## src/hdl/cscc_params.svh

```systemverilog
// Offsets, field positions, reset values and codes for the status/control block.
`ifndef CSCC_PARAMS_SVH
`define CSCC_PARAMS_SVH

// Register byte addresses on the Wishbone bus.
`define CSCC_OFF_STATUS      4'h0
`define CSCC_OFF_CONTROL     4'h4
`define CSCC_OFF_NESTING     4'h8

// Status word field positions.
`define CSCC_ST_CARRY        0
`define CSCC_ST_ZERO         1
`define CSCC_ST_WRAP         2
`define CSCC_ST_NEG          3
`define CSCC_ST_REPEAT       4
`define CSCC_ST_PRIO_LO      5
`define CSCC_ST_PRIO_HI      7
`define CSCC_ST_CLIP_AB      13
`define CSCC_ST_CLIP_B       14
`define CSCC_ST_CLIP_A       15

// Control word field positions.
`define CSCC_CC_PRIO_MSB     3
`define CSCC_CC_CLIP_WIDTH   4
`define CSCC_CC_DW_CLIP      5
`define CSCC_CC_B_CLIP       6
`define CSCC_CC_A_CLIP       7
`define CSCC_CC_DEPTH_LO     8
`define CSCC_CC_DEPTH_HI     10
`define CSCC_CC_SIGN_LO      12
`define CSCC_CC_SIGN_HI      13

// Reset values and writable masks.
`define CSCC_STATUS_RST      16'h0000
`define CSCC_CONTROL_RST     16'h0020
`define CSCC_CONTROL_WMASK   16'h30f8

// Multiply sign mode encodings.
`define CSCC_SIGN_SIGNED     2'h0
`define CSCC_SIGN_UNSIGNED   2'h1
`define CSCC_SIGN_RESERVED   2'h3

`endif

```

## src/hdl/cscc_pkg.sv

```systemverilog
// Types shared by the status/control block and its flag logic.
`default_nettype none
package cscc_pkg;
  // Arithmetic flag update from the ALU.
  typedef struct packed {
    logic        valid;  // Flag update this cycle.
    logic        neg;    // Result negative.
    logic        wrap;   // Signed overflow.
    logic        zero_en; // Operation affects the zero flag.
    logic        zero;   // Result was zero.
    logic        carry;  // Carry out of the top bit.
  } cscc_alu_flags_t;

  // Saturation settings handed to the DSP engine.
  typedef struct packed {
    logic        acc_a_en;  // Accumulator A clipping on.
    logic        acc_b_en;  // Accumulator B clipping on.
    logic        wide_mode; // One for 9.31, zero for 1.31.
    logic        dw_en;     // Data space write clipping on.
    logic        mul_unsigned; // Multiplies are unsigned.
  } cscc_sat_cfg_t;

  // Bus state machine with one-hot codes.
  typedef enum logic [1:0] {
    CSCC_IDLE = 2'b01,
    CSCC_ACK  = 2'b10
  } cscc_bus_state_t;
endpackage
`default_nettype wire

```

## src/hdl/cscc_core.sv

```systemverilog
// CPU status word and core control word with a Wishbone slave port.
`default_nettype none
`include "cscc_params.svh"
// Overview of operation
// RQ1: Status bits 7-5 hold three-bit priority level.
// RQ2: Control msb joins status bits into level.
// RQ3: Nesting disable makes priority bits read-only.
// RQ4: Status bit 4 shows repeat loop busy.
// RQ5: Status bit 3 follows negative result.
// RQ6: Status bit 2 follows signed overflow.
// RQ7: Zero flag set by zero, cleared otherwise.
// RQ8: Status bit 0 follows carry out.
// RQ9: Status writes change clip stickies, combined clears.
// RQ10: Control bits 13-12 choose multiply signedness.
// RQ11: Control bit 5 clips data space writes.
// RQ12: Separate accumulator clip enables, width select.
// RQ13: Control bits 10-8 report do-loop depth.
module cscc_core #(
  parameter int DEPTH_W = 3  // Width of the do-loop depth count.
) (
  input  wire logic                      i_clock,
  input  wire logic                      i_reset_n,
  // Wishbone classic slave.
  input  wire logic                      i_wb_cyc,
  input  wire logic                      i_wb_stb,
  input  wire logic                      i_wb_we,
  input  wire logic [3:0]                i_wb_adr,
  input  wire logic [3:0]                i_wb_sel,
  input  wire logic [31:0]               i_wb_dat,
  output logic [31:0]                    o_wb_dat,
  output logic                           o_wb_ack,
  // Core side.
  input  wire cscc_pkg::cscc_alu_flags_t i_alu,
  input  wire logic                      i_repeat_busy,
  input  wire logic [DEPTH_W-1:0]        i_do_depth,
  input  wire logic                      i_clip_a_event,
  input  wire logic                      i_clip_b_event,
  input  wire logic                      i_prio_load,
  input  wire logic [3:0]                i_prio_value,
  output logic [3:0]                     o_priority_level,
  output logic                           o_user_irq_disabled,
  output cscc_pkg::cscc_sat_cfg_t        o_sat_cfg
);
  // ==========================================================
  // Helper functions

  // Merges write data into a 16-bit register under byte lanes.
  // Lane 0 carries bits 7:0 and lane 1 bits 15:8; a lane left out
  // keeps the old bits, so software may touch one byte alone.
  function automatic logic [15:0] lane_merge(input logic [15:0] old_v,
                                              input logic [15:0] new_v,
                                              input logic [1:0]  sel);
    logic [15:0] res;
    res = old_v;
    if (sel[0]) begin
      res[7:0] = new_v[7:0];
    end
    if (sel[1]) begin
      res[15:8] = new_v[15:8];
    end
    return res;
  endfunction

  // ==========================================================
  // Bus handshake
  cscc_pkg::cscc_bus_state_t state_r;   // Bus state.
  cscc_pkg::cscc_bus_state_t state_nxt; // Next bus state.
  logic                      req;       // New request seen.
  logic                      wr_stb;    // Write takes effect.
  logic                      hit_st;    // Status word addressed.
  logic                      hit_cc;    // Control word addressed.
  logic                      hit_ns;    // Nesting control addressed.

  assign req    = i_wb_cyc && i_wb_stb && (state_r == cscc_pkg::CSCC_IDLE);
  assign wr_stb = req && i_wb_we;
  assign hit_st = (i_wb_adr == `CSCC_OFF_STATUS);
  assign hit_cc = (i_wb_adr == `CSCC_OFF_CONTROL);
  assign hit_ns = (i_wb_adr == `CSCC_OFF_NESTING);

  // Answers each request one cycle later, then drops ack.
  // The write lands on the edge that takes the request, one cycle
  // before the master sees ack. Taking no request in the ack cycle keeps
  // a strobe that is still held while ack is high from being taken
  // a second time.
  always_comb begin
    state_nxt = state_r;
    unique case (state_r)
      cscc_pkg::CSCC_IDLE: begin
        if (req) begin
          state_nxt = cscc_pkg::CSCC_ACK;
        end
      end
      cscc_pkg::CSCC_ACK: begin
        state_nxt = cscc_pkg::CSCC_IDLE;
      end
      default: begin
        state_nxt = cscc_pkg::CSCC_IDLE;
      end
    endcase
  end

  // Registers the bus state.
  always_ff @(posedge i_clock or negedge i_reset_n) begin
    if (!i_reset_n) begin
      state_r <= cscc_pkg::CSCC_IDLE;
    end else begin
      state_r <= state_nxt;
    end
  end

  assign o_wb_ack = (state_r == cscc_pkg::CSCC_ACK);

  // ==========================================================
  // Status word (priority, clip stickies) and nesting disable
  logic [2:0]  prio_r;      // Three-bit priority level.
  logic [2:0]  prio_nxt;
  logic        clip_a_r;    // Accumulator A clip sticky.
  logic        clip_a_nxt;
  logic        clip_b_r;    // Accumulator B clip sticky.
  logic        clip_b_nxt;
  logic        nest_dis_r;  // Interrupt nesting disable.
  logic        nest_dis_nxt;
  logic [15:0] st_wr;       // Status write image after lanes.
  logic [15:0] st_cur;      // Current status word.
  logic [3:0]  alu_flags;   // Flags from the flag module.

  // Computes next priority, stickies and nesting disable.
  // Writes merge into the live status image, so a write to one lane
  // leaves the other lane's fields as they are. The nesting disable
  // freezes the priority against software and against the core's own
  // loads alike; the flags, the stickies and the repeat bit are
  // unaffected by it.
  always_comb begin
    prio_nxt     = prio_r;
    clip_a_nxt   = clip_a_r;
    clip_b_nxt   = clip_b_r;
    nest_dis_nxt = nest_dis_r;
    st_wr        = lane_merge(st_cur, i_wb_dat[15:0], i_wb_sel[1:0]);
    if (wr_stb && hit_st) begin
      // Priority bits ignore writes while nesting is disabled.
      if (!nest_dis_r) begin
        prio_nxt = st_wr[`CSCC_ST_PRIO_HI:`CSCC_ST_PRIO_LO]; // [RQ3]
      end
      // Stickies take written values; clearing the combined bit
      // clears both.
      clip_a_nxt = st_wr[`CSCC_ST_CLIP_A]; // [RQ9]
      clip_b_nxt = st_wr[`CSCC_ST_CLIP_B]; // [RQ9]
      if (i_wb_sel[1] && !st_wr[`CSCC_ST_CLIP_AB]) begin
        clip_a_nxt = 1'b0; // [RQ9]
        clip_b_nxt = 1'b0; // [RQ9]
      end
    end
    if (wr_stb && hit_ns && i_wb_sel[0]) begin
      nest_dis_nxt = i_wb_dat[0];
    end
    // Core exception logic may load the priority directly.
    // Only the low three bits are loaded; the level msb lives in the
    // control word and is changed by software alone.
    if (i_prio_load && !nest_dis_r) begin
      prio_nxt = i_prio_value[2:0]; // [RQ1] [RQ3]
    end
    // A clip event wins over a software clear in the same cycle.
    if (i_clip_a_event) begin
      clip_a_nxt = 1'b1;
    end
    if (i_clip_b_event) begin
      clip_b_nxt = 1'b1;
    end
  end

  // Registers status state.
  always_ff @(posedge i_clock or negedge i_reset_n) begin
    if (!i_reset_n) begin
      prio_r     <= 3'h0;
      clip_a_r   <= 1'b0;
      clip_b_r   <= 1'b0;
      nest_dis_r <= 1'b0;
    end else begin
      prio_r     <= prio_nxt;
      clip_a_r   <= clip_a_nxt;
      clip_b_r   <= clip_b_nxt;
      nest_dis_r <= nest_dis_nxt;
    end
  end

  // ALU flags, software-writable, ALU update takes priority.
  cscc_flags u_flags (
    .i_clock    (i_clock),
    .i_reset_n  (i_reset_n),
    .i_alu      (i_alu),
    .i_sw_we    (wr_stb && hit_st && i_wb_sel[0]),
    .i_sw_flags (st_wr[3:0]),
    .o_flags    (alu_flags)
  );

  // Assembles the status word.
  // The combined sticky is not stored: it reads as the OR of the two
  // accumulator stickies, so it can never disagree with them.
  always_comb begin
    st_cur = 16'h0000;
    st_cur[`CSCC_ST_PRIO_HI:`CSCC_ST_PRIO_LO] = prio_r; // [RQ1]
    st_cur[`CSCC_ST_REPEAT] = i_repeat_busy;           // [RQ4]
    st_cur[3:0] = alu_flags;
    st_cur[`CSCC_ST_CLIP_A] = clip_a_r;
    st_cur[`CSCC_ST_CLIP_B] = clip_b_r;
    st_cur[`CSCC_ST_CLIP_AB] = clip_a_r | clip_b_r;     // [RQ9]
  end

  // ==========================================================
  // Core control word
  logic [15:0] cc_r;    // Writable control bits.
  logic [15:0] cc_nxt;
  logic [15:0] cc_cur;  // Readback with live depth.

  // Applies software writes to the writable control bits.
  // The mask keeps the depth field, the unused bits and the low three
  // bits at zero in the stored word; the depth is never stored here but
  // inserted live at readback, so it cannot go stale.
  always_comb begin
    cc_nxt = cc_r;
    if (wr_stb && hit_cc) begin
      cc_nxt = lane_merge(cc_r, i_wb_dat[15:0], i_wb_sel[1:0])
               & `CSCC_CONTROL_WMASK;
    end
  end

  // Registers the control bits.
  always_ff @(posedge i_clock or negedge i_reset_n) begin
    if (!i_reset_n) begin
      cc_r <= `CSCC_CONTROL_RST;
    end else begin
      cc_r <= cc_nxt;
    end
  end

  // Readback inserts the live do-loop depth.
  always_comb begin
    cc_cur = cc_r;
    cc_cur[`CSCC_CC_DEPTH_HI:`CSCC_CC_DEPTH_LO] = i_do_depth[2:0]; // [RQ13]
  end

  // ==========================================================
  // Outputs to the core
  logic [3:0] level;  // Four-bit priority level.
  assign level = {cc_r[`CSCC_CC_PRIO_MSB], prio_r}; // [RQ2]

  // Drives priority and saturation settings from flip-flops.
  // These copies trail the registers by one cycle. The interrupt logic
  // and the DSP engine therefore see a new setting on the cycle after
  // the write lands, which keeps long paths off the register outputs.
  always_ff @(posedge i_clock or negedge i_reset_n) begin
    if (!i_reset_n) begin
      o_priority_level    <= 4'h0;
      o_user_irq_disabled <= 1'b0;
      o_sat_cfg           <= '0;
    end else begin
      o_priority_level    <= level; // [RQ2]
      // Level 7, or any level with the msb set, masks user interrupts.
      o_user_irq_disabled <= level[3] || (prio_r == 3'h7); // [RQ1] [RQ2]
      o_sat_cfg.acc_a_en  <= cc_r[`CSCC_CC_A_CLIP];        // [RQ12]
      o_sat_cfg.acc_b_en  <= cc_r[`CSCC_CC_B_CLIP];        // [RQ12]
      o_sat_cfg.wide_mode <= cc_r[`CSCC_CC_CLIP_WIDTH];    // [RQ12]
      o_sat_cfg.dw_en     <= cc_r[`CSCC_CC_DW_CLIP];       // [RQ11]
      // Only code 01 selects unsigned; code 10 and the reserved code 11
      // both leave the multiplier signed, so no code is left undefined.
      o_sat_cfg.mul_unsigned <= // [RQ10]
        (cc_r[`CSCC_CC_SIGN_HI:`CSCC_CC_SIGN_LO] == `CSCC_SIGN_UNSIGNED);
    end
  end

  // ==========================================================
  // Read data
  logic [31:0] rd_r;   // Registered read data.
  logic [31:0] rd_nxt;

  // Selects read data; unmapped addresses read zero.
  // The word is captured on the edge that takes the request, so live
  // fields (repeat busy, loop depth, flags) read as they stood then.
  // Only lanes 0 and 1 and the low half of the bus are in use; the
  // upper half reads zero and the upper lanes are ignored on writes.
  always_comb begin
    rd_nxt = rd_r;
    if (req) begin
      rd_nxt = 32'h0000_0000;
      if (hit_st) begin
        rd_nxt[15:0] = st_cur;
      end else if (hit_cc) begin
        rd_nxt[15:0] = cc_cur;
      end else if (hit_ns) begin
        rd_nxt[0] = nest_dis_r;
      end
    end
  end

  // Registers read data.
  always_ff @(posedge i_clock or negedge i_reset_n) begin
    if (!i_reset_n) begin
      rd_r <= 32'h0000_0000;
    end else begin
      rd_r <= rd_nxt;
    end
  end

  assign o_wb_dat = rd_r;
endmodule
`default_nettype wire

```

## src/hdl/cscc_flags.sv

```systemverilog
// Arithmetic flag register for the ALU result flags.
`default_nettype none
`include "cscc_params.svh"
module cscc_flags (
  input  wire logic                     i_clock,
  input  wire logic                     i_reset_n,
  input  wire cscc_pkg::cscc_alu_flags_t i_alu,
  input  wire logic                     i_sw_we,
  input  wire logic [3:0]               i_sw_flags,
  output logic [3:0]                    o_flags
);
  // ==========================================================
  // Flag state
  logic [3:0] flags_r;   // Negative, wrap, zero, carry.
  logic [3:0] flags_nxt; // Next flag values.

  // The ALU wins over software when both hit the same cycle.
  always_comb begin
    flags_nxt = flags_r;
    if (i_sw_we) begin
      flags_nxt = i_sw_flags;
    end
    if (i_alu.valid) begin
      flags_nxt[`CSCC_ST_NEG]   = i_alu.neg;    // [RQ5]
      flags_nxt[`CSCC_ST_WRAP]  = i_alu.wrap;   // [RQ6]
      flags_nxt[`CSCC_ST_CARRY] = i_alu.carry;  // [RQ8]
      // Zero follows only operations that affect it.
      if (i_alu.zero_en) begin
        flags_nxt[`CSCC_ST_ZERO] = i_alu.zero;  // [RQ7]
      end
    end
  end

  // Registers the flags.
  always_ff @(posedge i_clock or negedge i_reset_n) begin
    if (!i_reset_n) begin
      flags_r <= 4'h0;
    end else begin
      flags_r <= flags_nxt;
    end
  end

  assign o_flags = flags_r;
endmodule
`default_nettype wire

```

## config.mk

```make
export PLATFORM = sky130hd
export DESIGN_NAME = cscc_core
export DESIGN_NICKNAME = d
export VERILOG_FILES = /design/src/hdl/cscc_pkg.sv /design/src/hdl/cscc_core.sv /design/src/hdl/cscc_flags.sv
export VERILOG_INCLUDE_DIRS = /design/src /design/src/hdl
export SDC_FILE = /design/constraint.sdc
export NUM_CORES = 1
export LEC_CHECK = 0
export BUFFER_PORTS_ARGS = -buffer_cell sky130_fd_sc_hd__buf_2
export CORE_UTILIZATION = 44
export CTS_CLUSTER_DIAMETER = 80
export DETAILED_ROUTE_END_ITERATION = 16
export HOLD_SLACK_MARGIN = 0.15
export PLACE_DENSITY = 0.75
export SKIP_LAST_GASP = 1
export SLEW_MARGIN = 20
export SYNTH_ARGS = -nofsm -noshare
export SYNTH_HDL_FRONTEND = slang
export SYNTH_SLANG_ARGS = --single-unit
```

## constraint.sdc

```tcl
create_clock -name i_clock -period 2.42 [get_ports i_clock]
set_input_delay 0.242 -clock i_clock [delete_from_list [all_inputs] [get_ports i_clock]]
set_output_delay 0.242 -clock i_clock [all_outputs]
set_load 0.02 [all_outputs]
```

==> impl_metrics.json <==
{
  "synth_cell_types": 32,
  "syn_inst": 165,
  "startpoint_type": "flip-flop",
  "drive_gt1_share_pct": 39.3,
  "end_kind": "flip-flop",
  "syn_to_final_growth_pct": 23.1,
  "grt_overflow_total": 0,
  "power_frac_clock_pct": 32.6,
  "cap_violations": 0,
  "worstRegToRegCells": 4,
  "fmax_mhz": 513,
  "gp_congestion": 0.839,
  "n_fill_cell": 365,
  "ctsLongestPathBuffers": 2,
  "leakagePower_nw": 1.19,
  "fp.dieH_um": 68.1,
  "cts_root_buffer": "clkbuf_8",
  "required_ns": 2.60,
  "yosys.area.top_type": "dfrtp_1",
  "grtUsageMet1_pct": 26.2,
  "hold_ws_ns": 0.154,
  "hold_path_end": "o_wb_dat[10]",
  "sequentialPowerShare_pct": 50.7,
  "synth-edff-count": 0,
  "cts_tree": "built",
  "synth_area_per_cell_sq_um": 11.6,
  "post-dp-hpwl_mm": 2.85,
  "post-synth-top-count-cell": "dfrtp_1",
  "path_cells": "and4b_1 -> inv_2 -> nor3_2 -> mux2_2",
  "r2r_end": "cc_r[7]",
  "drtAntennaViolNets": 0,
  "cpPeakStageDelay_ns": 0.53,
  "nets": 296,
  "yosysTopAreaCellShare_pct": 54.7,
  "netlist_area_sq_um": 1920,
  "path_clk_slew_ns": 0.08,
  "p_int_w": 0.00121,
  "grt_pass1_wl_mm": 6.51,
  "clock_sinks": 44,
  "diodes": 0,
  "core_sq_um": 4090,
  "vias_per_cell": 5.26,
  "io_pins": 105,
  "synth_common_cells": "dfrtp_1 (42), nor2_1 (19), buf_4 (17)",
  "synthTopCellsByArea": "dfrtp_1 (55%), buf_4 (6.6%), mux2_2 (6.4%)",
  "p_comb_share_pct": 16.7,
  "synth_ff_type": "dfrtp_1",
  "rsz0062_at_grt": "no",
  "antenna_found_initial": 0,
  "preCtsSetupSlack_ns": 0.463,
  "die_w_um": 68.1,
  "drc": 0,
  "totalPowerFinal_w": 0.00166,
  "ys_ff_latch": 44,
  "post-route-period-util_pct": 80.5,
  "ir_drop_mv": 0.363,
  "r2r-start": "state_r[0]",
  "grt_use_met3_pct": 5.17,
  "die-area_sq_um": 4630,
  "clock_latency_ns": 0.30,
  "fin_tns_setup_ns": 0,
  "maxSlewHeadroom_pct": 35.0,
  "grt_busiest_layer": "met2",
  "first_pass_iters": 4,
  "crit_slowest_cell": "dfstp_2",
  "seqCellArea_sq_um": 1100,
  "placementRows": 23,
  "status": "completed",
  "drt-initial-drc-count": 132,
  "grt_max_degree": 45,
  "fin_crit_ns": 1.95,
  "numPortBuffers": 64,
  "ys_warn_count": 0,
  "fin_worst_skew_ns": 0.00907,
  "r2r_setup_slack_ns": 0.47,
  "use_met2_pct": 29.9,
  "maxSlewViolCount": 0,
  "fin_ws_ns": 0.471,
  "finalSetupViolCount": 0,
  "tightest_slew_ns": 0.975,
  "synth-async-reset-ratio_pct": 100,
  "switching_share_pct": 27.2,
  "path_max_fanout": 26,
  "multi_input_area_sq_um": 711,
  "switchingPower_w": 0.000450,
  "crit_type": "flip-flop to flip-flop",
  "hold_viol": 0,
  "p_per_area_nw_per_um2": 701,
  "grt_pass1_vias": 1371,
  "post_drt_wl_per_cell_um": 14.4,
  "track_usage_pct": 19.8,
  "cts_made_buffers": 5,
  "num_vias": 1495,
  "hp-start": "i_do_depth[2]",
  "min_path_type": "primary input to flip-flop",
  "seq_area_frac_synth_pct": 57.5,
  "drt_wl_total_mm": 4.10,
  "whs_path_depth": 2,
  "h-tree-depth": 2,
  "worst_ep_arrival_time_ns": 2.13,
  "start_util_pct": 47.0
}
power groups by stage:
stage                     logic [W]  clock network, W  registers [W]
after global routing       0.000304          0.000575       0.000849
final                      0.000276          0.000541       0.000840
after floorplan            0.000130                 0       0.000900
after global placement     0.000270                 0       0.000852
after CTS                  0.000277          0.000545       0.000841
after detailed placement   0.000273                 0       0.000855
placed cells by master (no fill, tap or decap), drive strengths merged, types with 4 or more instances in the layout:
cell and instances:
a221oi 6, buf 67, a22o 8, clkbuf 6
conb 17, mux2 11, a31oi 5, o21ai 4
nor2 19, o31ai 4, nand2 9, dfrtp 42
nand4 4
repair_timing:
| item | 4_1_cts | 5_1_grt |
|---|---|---|
| endpoints found under the hold margin | 44 | 0 |
| hold buffers | 3 | 0 |
| resized for setup | 0 | 0 |
| buffers inserted | 0 | 0 |
state kept, by name (all words and copies together) (netlist names):
register	count
clip_a_r	1
prio_r	3
nest_dis_r	1
u_flags.o_flags	4
cc_r	7
o_sat_cfg	5
clip_b_r	1
o_priority_level	4
o_user_irq_disabled	1
o_wb_dat	15
state_r	2
cell families (layout without fill, tap and decap cells):
kind of cell,count (synthesis),in the layout,share of synthesized area [%]
AO/OA/AOI/OAI,31,31,12.5
AND/OR/NAND/NOR,51,51,14.4
other,1,17,0.195
buffers and inverters,27,80,8.99
multiplexers,11,11,6.45
flip-flops,44,44,57.5
worst max-delay path by stage:
stage / cells after the start / to / startpoint
5_1_grt: 4 / cc_r[7] / state_r[0]
4_1_cts: 4 / cc_r[7] / state_r[0]
3_5_place_dp: 4 / cc_r[7] / state_r[0]
6_report: 4 / cc_r[7] / state_r[0]
2_1_floorplan: 5 / cc_r[3] / state_r[0]
3_3_place_gp: 4 / cc_r[3] / state_r[0]
final cells by class:
class                           count  area share (%)
Sequential cell                    44            46.7
Multi-Input combinational cell    110            30.1
Timing Repair Buffer               70            15.8
Clock buffer                        6            3.07
Tap cell                           50            2.65
Clock inverter                      1            1.27
Inverter                            3           0.476
critical path: cells and delay by family (launching register included):
kind	cells	cell delay [ns]
buffers and inverters	1	0.20
DFF	1	0.53
muxes	1	0.39
and+or+nand+nor	2	0.71
layer usage:
metal  vias up  share of wire (%)
li1        701                  -
met1       713                 46
met2        70                 46
met3        11                5.5
met4         0                1.9
met5         -                  0
stage by stage:
stage | instances | area (sq um) | util [%]
global placement | 274 | 2230 | 54.6
CTS | 284 | 2360 | 57.8
detailed placement | 274 | 2230 | 54.6
finish | 284 | 2360 | 57.8
floorplan | 181 | 1980 | -
global route | 284 | 2360 | 57.8
Power figures use the tool's default switching activity.
